--- src/pkg/ssp_pkg.sv ---
// Purpose: Shared constants and types of the synchronous serial shift port.
// Assumes: The instruction-cycle clock is the block clock (100 MHz).
// Notes:   Shift-clock periods are given in instruction cycles.
package ssp_pkg;

  localparam int SSP_BITS = 8;
  localparam int SSP_TC_NS = 10;
  // Shift-clock periods in instruction cycles per rate setting
  localparam int SSP_PERIOD_TC_00 = 2;
  localparam int SSP_PERIOD_TC_01 = 4;
  localparam int SSP_PERIOD_TC_1X = 8;
  // Half periods in block clock cycles, derived from the periods
  localparam logic [2:0] SSP_HALF_00 = 3'(SSP_PERIOD_TC_00 / 2);
  localparam logic [2:0] SSP_HALF_01 = 3'(SSP_PERIOD_TC_01 / 2);
  localparam logic [2:0] SSP_HALF_1X = 3'(SSP_PERIOD_TC_1X / 2);
  // Edges of a full master transfer: two per bit
  localparam logic [4:0] SSP_EDGE_LAST = 5'(2 * SSP_BITS - 1);
  localparam logic [3:0] SSP_BIT_LAST = 4'(SSP_BITS - 1);

  typedef enum logic [0:0] {
    SSP_IDLE = 1'h0,
    SSP_SHIFT = 1'h1
  } ssp_state_type;

  typedef struct packed {
    logic portSelectBit;
    logic rateSelectHigh;
    logic rateSelectLow;
    logic outputPinConfig;
    logic clockPinConfig;
    logic phaseConfigBit;
    logic clockIdleLevel;
  } ssp_cfg_type;

  typedef struct packed {
    logic sckOut;
    logic sckOe;
    logic sdoOut;
    logic sdoOe;
  } ssp_pins_type;

  typedef struct packed {
    ssp_state_type state;
    logic [SSP_BITS-1:0] shiftReg;
    logic [3:0] bitCnt;
    logic [4:0] edgeCnt;
    logic [2:0] divCnt;
    logic sckLvl;
    logic sdo;
    logic irq;
    ssp_pins_type pins;
  } ssp_core_type;

  localparam ssp_core_type SSP_CORE_RST = '0;

endpackage

--- src/logic/ssp_in_sync.sv ---
// Purpose: Three-flop synchroniser with filtered level and edge pulses.
// Assumes: Inputs are asynchronous pins.
// Notes:   A change counts once the second and third flops agree.
`timescale 1ns/1ps
module ssp_in_sync import ssp_pkg::*; #(
  parameter int W = 2
) (
  // Clock and reset
  input wire logic clk,
  input wire logic rst,
  // Pins
  input wire logic [W-1:0] pinIn,
  // Filtered results
  output logic [W-1:0] lvl,
  output logic [W-1:0] rise,
  output logic [W-1:0] fall
);

  typedef struct packed {
    logic [W-1:0] s1;
    logic [W-1:0] s2;
    logic [W-1:0] s3;
    logic [W-1:0] lvl;
    logic [W-1:0] rise;
    logic [W-1:0] fall;
  } ssp_sync_type;

  ssp_sync_type r;
  ssp_sync_type n;

  always_comb begin
    n = r;
    n.s1 = pinIn;
    n.s2 = r.s1;
    n.s3 = r.s2;
    n.rise = '0;
    n.fall = '0;
    for (int i = 0; i < W; i++) begin
      // The first flop feeds only the second; agreement uses s2 and s3
      if (r.s2[i] == r.s3[i] && r.s3[i] != r.lvl[i]) begin
        n.lvl[i] = r.s3[i];
        n.rise[i] = r.s3[i];
        n.fall[i] = ~r.s3[i];
      end
    end
  end

  always_ff @(posedge clk) begin
    if (rst) begin
      r <= '0;
    end else begin
      r <= n;
    end
  end

  // Level follows s3 as soon as s2 and s3 agree, a cycle ahead of the
  // edge pulses, so a master sample half a slow period after a change
  // already sees the new bit
  assign lvl = (~(r.s2 ^ r.s3) & r.s3) | ((r.s2 ^ r.s3) & r.lvl);
  assign rise = r.rise;
  assign fall = r.fall;

endmodule // ssp_in_sync

--- src/logic/ssp_shift_port.sv ---
// Purpose: Synchronous serial shift port, master or slave, 8-bit.
// Assumes: clk is the instruction-cycle clock; control bits are ports.
// Notes:   Slave shift clock and serial input are sampled by clk.
//
// What this block does
// - Eight-bit shift register fed from serial input, driving serial output.
// - Master makes the shift clock; slave takes it from outside.
// - Port active, pins driven, only while the port-select bit is one.
// - Master period is 2, 4 or 8 instruction cycles by rate bits.
// - Setting busy starts shifting; busy clears itself after eight bits.
// - Software clearing busy stops shifting at once, unless busy is set in the same cycle.
// - With interrupt enabled, completion of eight bits raises a request.
// - The master initiates every exchange; its clock pin is an output.
// - Output config drives or floats data; clock config picks master/slave.
// - After eight clock pulses busy clears and shifting stops.
// - Normal phase samples on rising edge, changes output on falling edge.
// - Alternate phase samples on falling edge, changes on rising edge.
// - Clock idle level follows the clock-pin data bit.
// - The phase-select flag is a cfg input, not reset here; zero is normal only with idle low.
// - Phase flag equal to idle level means normal, differing alternate.
`timescale 1ns/1ps
module ssp_shift_port import ssp_pkg::*; (
  // Clock and reset
  input wire logic clk,
  input wire logic rst,
  // Configuration bits
  input wire ssp_cfg_type cfg,
  input wire logic irqEnable,
  // Software access
  input wire logic loadStb,
  input wire logic [SSP_BITS-1:0] loadData,
  input wire logic busySet,
  input wire logic busyClear,
  output logic busyFlag,
  output logic [SSP_BITS-1:0] shiftData,
  output logic irqReq,
  // Serial pins
  input wire logic sdiPin,
  input wire logic sckPinIn,
  output logic sckPinOut,
  output logic sckPinOe,
  output logic sdoPinOut,
  output logic sdoPinOe
);

  ssp_core_type r;
  ssp_core_type n;
  logic [1:0] syncLvl;
  logic [1:0] syncRise;
  logic [1:0] syncFall;
  logic isMaster;
  logic sampleOnRise;
  logic [2:0] half;
  logic tick;
  logic sckUp;
  logic sckDown;
  logic sampleEvt;
  logic changeEvt;
  logic done;
  logic run;

  // Bit 1 is the shift clock, bit 0 the serial input. The level runs a
  // cycle ahead of the edge pulses; master receive is only sound at the
  // slow rate, where data changed half a period before the sample edge.
  ssp_in_sync #(.W(2)) uSync (
    .clk(clk),
    .rst(rst),
    .pinIn({sckPinIn, sdiPin}),
    .lvl(syncLvl),
    .rise(syncRise),
    .fall(syncFall)
  );

  always_comb begin
    n = r;
    n.irq = 1'b0;
    isMaster = cfg.clockPinConfig;
    // Equal flag and idle level select normal edges
    sampleOnRise = ~(cfg.phaseConfigBit ^ cfg.clockIdleLevel);
    if (cfg.rateSelectHigh) begin
      half = SSP_HALF_1X;
    end else if (cfg.rateSelectLow) begin
      half = SSP_HALF_01;
    end else begin
      half = SSP_HALF_00;
    end
    tick = 1'b0;
    sckUp = 1'b0;
    sckDown = 1'b0;
    run = (r.state == SSP_SHIFT) && cfg.portSelectBit;
    if (run && isMaster) begin
      if (r.divCnt == half - 3'h1) begin
        n.divCnt = '0;
        tick = 1'b1;
      end else begin
        n.divCnt = r.divCnt + 3'h1;
      end
      if (tick) begin
        n.sckLvl = ~r.sckLvl;
        sckUp = ~r.sckLvl;
        sckDown = r.sckLvl;
        n.edgeCnt = r.edgeCnt + 5'h1;
      end
    end else if (run) begin
      sckUp = syncRise[1];
      sckDown = syncFall[1];
    end
    sampleEvt = sampleOnRise ? sckUp : sckDown;
    changeEvt = sampleOnRise ? sckDown : sckUp;
    if (changeEvt) begin
      n.sdo = r.shiftReg[SSP_BITS-1];
    end
    if (sampleEvt) begin
      n.shiftReg = {r.shiftReg[SSP_BITS-2:0], syncLvl[0]};
      n.bitCnt = r.bitCnt + 4'h1;
    end
    // Master ends on the edge that returns the clock to idle
    if (isMaster) begin
      done = tick && (r.edgeCnt == SSP_EDGE_LAST);
    end else begin
      done = sampleEvt && (r.bitCnt == SSP_BIT_LAST);
    end
    if (loadStb) begin
      n.shiftReg = loadData;
    end
    unique case (r.state)
      SSP_IDLE: begin
        n.sckLvl = cfg.clockIdleLevel;
        n.sdo = n.shiftReg[SSP_BITS-1];
        if (busySet) begin
          n.state = SSP_SHIFT;
          n.bitCnt = '0;
          n.edgeCnt = '0;
          n.divCnt = '0;
        end
      end
      SSP_SHIFT: begin
        if (done) begin
          n.irq = irqEnable;
        end
        if (done || busyClear) begin
          n.state = SSP_IDLE;
          n.sckLvl = cfg.clockIdleLevel;
        end
        // A new start in the completing cycle wins over the clear
        if (busySet && done) begin
          n.state = SSP_SHIFT;
          n.bitCnt = '0;
          n.edgeCnt = '0;
          n.divCnt = '0;
        end else if (busySet) begin
          n.state = SSP_SHIFT;
        end
      end
    endcase
    n.pins.sckOut = n.sckLvl;
    n.pins.sckOe = cfg.portSelectBit && cfg.clockPinConfig;
    n.pins.sdoOut = n.sdo;
    n.pins.sdoOe = cfg.portSelectBit && cfg.outputPinConfig;
  end

  // Reset value clears all core state: shift register, counters, flags and pins
  always_ff @(posedge clk) begin
    if (rst) begin
      r <= SSP_CORE_RST;
    end else begin
      r <= n;
    end
  end

  assign busyFlag = r.state[0];
  assign shiftData = r.shiftReg;
  assign irqReq = r.irq;
  assign sckPinOut = r.pins.sckOut;
  assign sckPinOe = r.pins.sckOe;
  assign sdoPinOut = r.pins.sdoOut;
  assign sdoPinOe = r.pins.sdoOe;
endmodule // ssp_shift_port

--- config.mk ---
export PLATFORM = sky130hd
export DESIGN_NAME = ssp_shift_port
export DESIGN_NICKNAME = d
export VERILOG_FILES = /design/src/pkg/ssp_pkg.sv /design/src/logic/ssp_in_sync.sv /design/src/logic/ssp_shift_port.sv
export SDC_FILE = /design/constraint.sdc
export NUM_CORES = 1
export LEC_CHECK = 0
export BUFFER_PORTS_ARGS = -buffer_cell sky130_fd_sc_hd__buf_2
export CORE_ASPECT_RATIO = 1.25
export CORE_MARGIN = 2
export CORE_UTILIZATION = 46
export DETAILED_ROUTE_END_ITERATION = 10
export GPL_TIMING_DRIVEN = 0
export PLACE_DENSITY = 0.69
export SLEW_MARGIN = 25
export SYNTH_ARGS = -nofsm -noshare
export SYNTH_HDL_FRONTEND = slang
export SYNTH_SLANG_ARGS = --single-unit
--- constraint.sdc ---
create_clock -name clk -period 3.02 [get_ports clk]
set_input_delay 0.755 -clock clk [delete_from_list [all_inputs] [get_ports clk]]
set_output_delay 0.755 -clock clk [all_outputs]
set_load 0.05 [all_outputs]
==> summary.txt <==
Synthesis
  – EDFF count, synth: 0
  – Synth top area cells: dfxtp_1 (43%), mux2i_1 (7.7%), nor2_1 (4.7%), xor2_1 (4.2%), ha_1 (3.7%)
  – Most frequent cells after synthesis: dfxtp_1 (36), nor2_1 (21), mux2i_1 (13)
  – Average cell area after synthesis: 9.638 sq um
  – Synth Flop Type: dfxtp_1
  – Synthesized net count: just over 200
  – Yosys cell types: 39
  – Sequential area share after synthesis: 0.4273
  – Most common cell in the netlist: dfxtp_1
  – Yosys top cell by area: dfxtp_1
  – Synthesized cell area: roughly 1700 sq um
  – Flops & latches, synth: 36
  – Synthesis Warnings: 0
  – Top cell type's share of synthesized area: 0.4273
  – Ys async rst share: 0
  – Synthesized instance count: 175

STA
  – RSZ-0062 raised after global routing: false
  – Least-Margin Pin Slew: around 0.51 ns
  – Max-Slew Margin vs Limit: 0.6574
  – Crit path time final: 2.799 ns
  – Tcrit/Tclk final: 0.9269
  – Final Hold Fails: 0
  – Clock skew: approximately 0.007 ns
  – Setup-failing EPs final: 0
  – Fmax: ~360 MHz
  – Slew Viols, Final: 0

CTS
  – CTS Sinks: 36
  – Maximum clock insertion buffer count: 2
  – Total setup buffers inserted after CTS: 0
  – CTS buffer count: 5
  – Htree depth: 2
  – Clock Latency Late Sink: just under 0.3 ns
  – Hold buffers post-CTS: 0
  – Clock slew at reported path FFs: 0.06 ns
  – CTS-repair resized insts: 0
  – CTS Root Buffer Type: clkbuf_8
  – CTS tree: built

Setup path
  – Crit path max-delay cell type: nor3_4
  – CP dominant cell by count: buf_2
  – Worst endpoint required time: approximately 3.2 ns
  – CP Cell Sequence: buf_2, or2_2, ha_1, xor2_1, o211ai_2, nor3_4, o31ai_4, a31oi_1, buf_2, nor2_1
  – Crit path kind: in2reg
  – Critical Path AT: just under 3 ns
  – Crit path buf inv count: 2
  – Crit end category: flop
  – Critical Path Source Type: primary input
  – Crit-path max FO: 10
  – Largest stage delay, worst path: roughly 0.35 ns
  – Family with the most delay on the worst path: simple AND/OR/NAND/NOR gates

Layout
  – # diodes: 0
  – P&R area growth vs syn: 19.36%
  – Post-layout net count: about 250
  – Layout cells sized above 1: 0.2752
  – Final Util: 0.5730

GRT
  – Antenna violations before repair: 0
  – Number of global-route vias before repair: roughly 1.2k
  – Total track usage: 0.1636
  – Total congestion overflow: 0
  – Largest net degree at the start of global routing: 11
  – Global-route wire length before repair: between 5000 and 6000 um

Routing
  – Vias: 1327
  – DRC Markers: 0
  – DRT Pass-1 Iters: 4
  – WL final: 3176 um
  – Vias/cell: 5.163
  – WL per Instance: 12.36 um
  – 1st-iter DRT viols: 14
  – Post-route ant nets: 0

Floorplan
  – I/O pin count: 37
  – Full die area: between 4000 and 5000 sq um
  – FP Rows: 24
  – Core area: 3513 sq um
  – Die height: about 72 um
  – Die X: roughly 58 um
  – Initial core utilization: 0.4801

Flow run
  – MaxCap Viol Count: 0

Min path
  – HP Class: reg2reg

Outcome
  – Outcome: complete, no violations

Pwr
  – Lkg Pwr: 0.9454 nW
  – Pwr dens: 492.4 nW/um^2
  – Internal: 0.0007268 W
  – Comb pwr share: 0.139
  – Switch share: 0.2668
  – Clock power frac: 0.354
  – Switching pwr: approximately 0.00026 W
  – Total Power: between 0.0009 and 0.001 W
  – Part of the power in registers: 0.507
  – Maximum vdd drop: roughly 0.0004 V

Placed design
  – IO Port Bufs: 35
  – Placer Congestion: ~0.77
  – Post-DP HPWL: 2304 um
-- worst register-to-register path, delay by kind of cell (launching register included) --
family | cells | cell delay [ns]
and+or+nand+nor | 3 | 0.81
buffers and inverters | 1 | 0.29
DFF | 1 | 0.54
AOI/OAI and AO/OA | 2 | 0.42
-- layer usage --
metal  GRT usage  part of all wire  vias up
li1            -                 -      685
met1      0.1885              0.46      611
met2      0.2588              0.48       25
met3     0.06498             0.039        6
met4     0.08527             0.020        0
met5           0                 0        -
-- layout make-up --
class,count,area [sq um]
flip-flops and latches,36,720.7
inverters,5,18.77
multi-input cells,119,863.3
fillers,323,1500
clock buffers,8,90.09
well taps,39,48.80
repair buffers,35,175.2
plain buffers,15,96.34
-- power by group through the flow --
stage | registers [W] | logic, W | clock network (W)
CTS | 0.000503 | 0.000137 | 0.000364
finish | 0.000503 | 0.000137 | 0.000351
floorplan | 0.000524 | 0.0000860 | 0
global route | 0.000504 | 0.000147 | 0.000380
detailed placement | 0.000513 | 0.000137 | 0
global placement | 0.000513 | 0.000136 | 0
-- state kept, by name, summed over array words and instances, names as in the netlist, 4 cells and up --
name,flops
r,12
shiftData,8
uSync.n,4
uSync.r,4
-- cell usage in the layout, fill, tap and decap left out, types with 2 or more instances in the layout --
cell / instances
mux2i_1: 13
a31oi_1: 2
nand2_1: 7
nor2b_1: 9
buf_4: 8
nor3_4: 3
nand3_1: 4
or2_2: 2
nor3_1: 7
inv_1: 5
nand4_1: 2
dfxtp_1: 36
a211oi_1: 8
xnor2_1: 2
a21oi_1: 5
o21ai_0: 2
xor2_1: 8
nand2b_1: 3
ha_1: 5
buf_2: 37
clkbuf_1: 6
clkbuf_8: 6
nor2_1: 21
-- path summary, 6_finish.rpt --
kind | start | end | slack [ns] | cells past startpoint
max | cfg[5] | r[15]$_SDFF_PP0_ | 0.22 | 10
min | uSync.n[8]$_SDFF_PP0_ | uSync.n[6]$_SDFF_PP0_ | 0.44 | 1
max reg2reg | busyFlag$_SDFF_PP0_ | r[15]$_SDFF_PP0_ | 0.85 | 6
min reg2reg | uSync.n[8]$_SDFF_PP0_ | uSync.n[6]$_SDFF_PP0_ | 0.44 | 1
-- cell families after synthesis --
kind of cell | after synthesis | synth area share
DFF | 36 | 0.4273
xor gates and xnor gates | 11 | 0.06528
muxes | 14 | 0.08382
buffers and inverters | 20 | 0.06825
adders and majority gates | 6 | 0.04303
AOI/OAI and AO/OA | 23 | 0.1031
and+or+nand+nor | 65 | 0.2092
-- through the flow --
stage	cell area (sq um)	TNS, ns	setup slack [ns]	std cells	hold WS (ns)
floorplan	1687	0	0.2620	175	0.4138
global placement	1911	-1.216	-0.1296	249	0.4166
detailed placement	1911	-1.448	-0.1567	249	0.4311
CTS	2001	0	0.1547	257	0.4464
global route	2013	0	0.06812	257	0.4614
finish	2013	0	0.2208	257	0.4409
(Power assumes the default switching activity.)
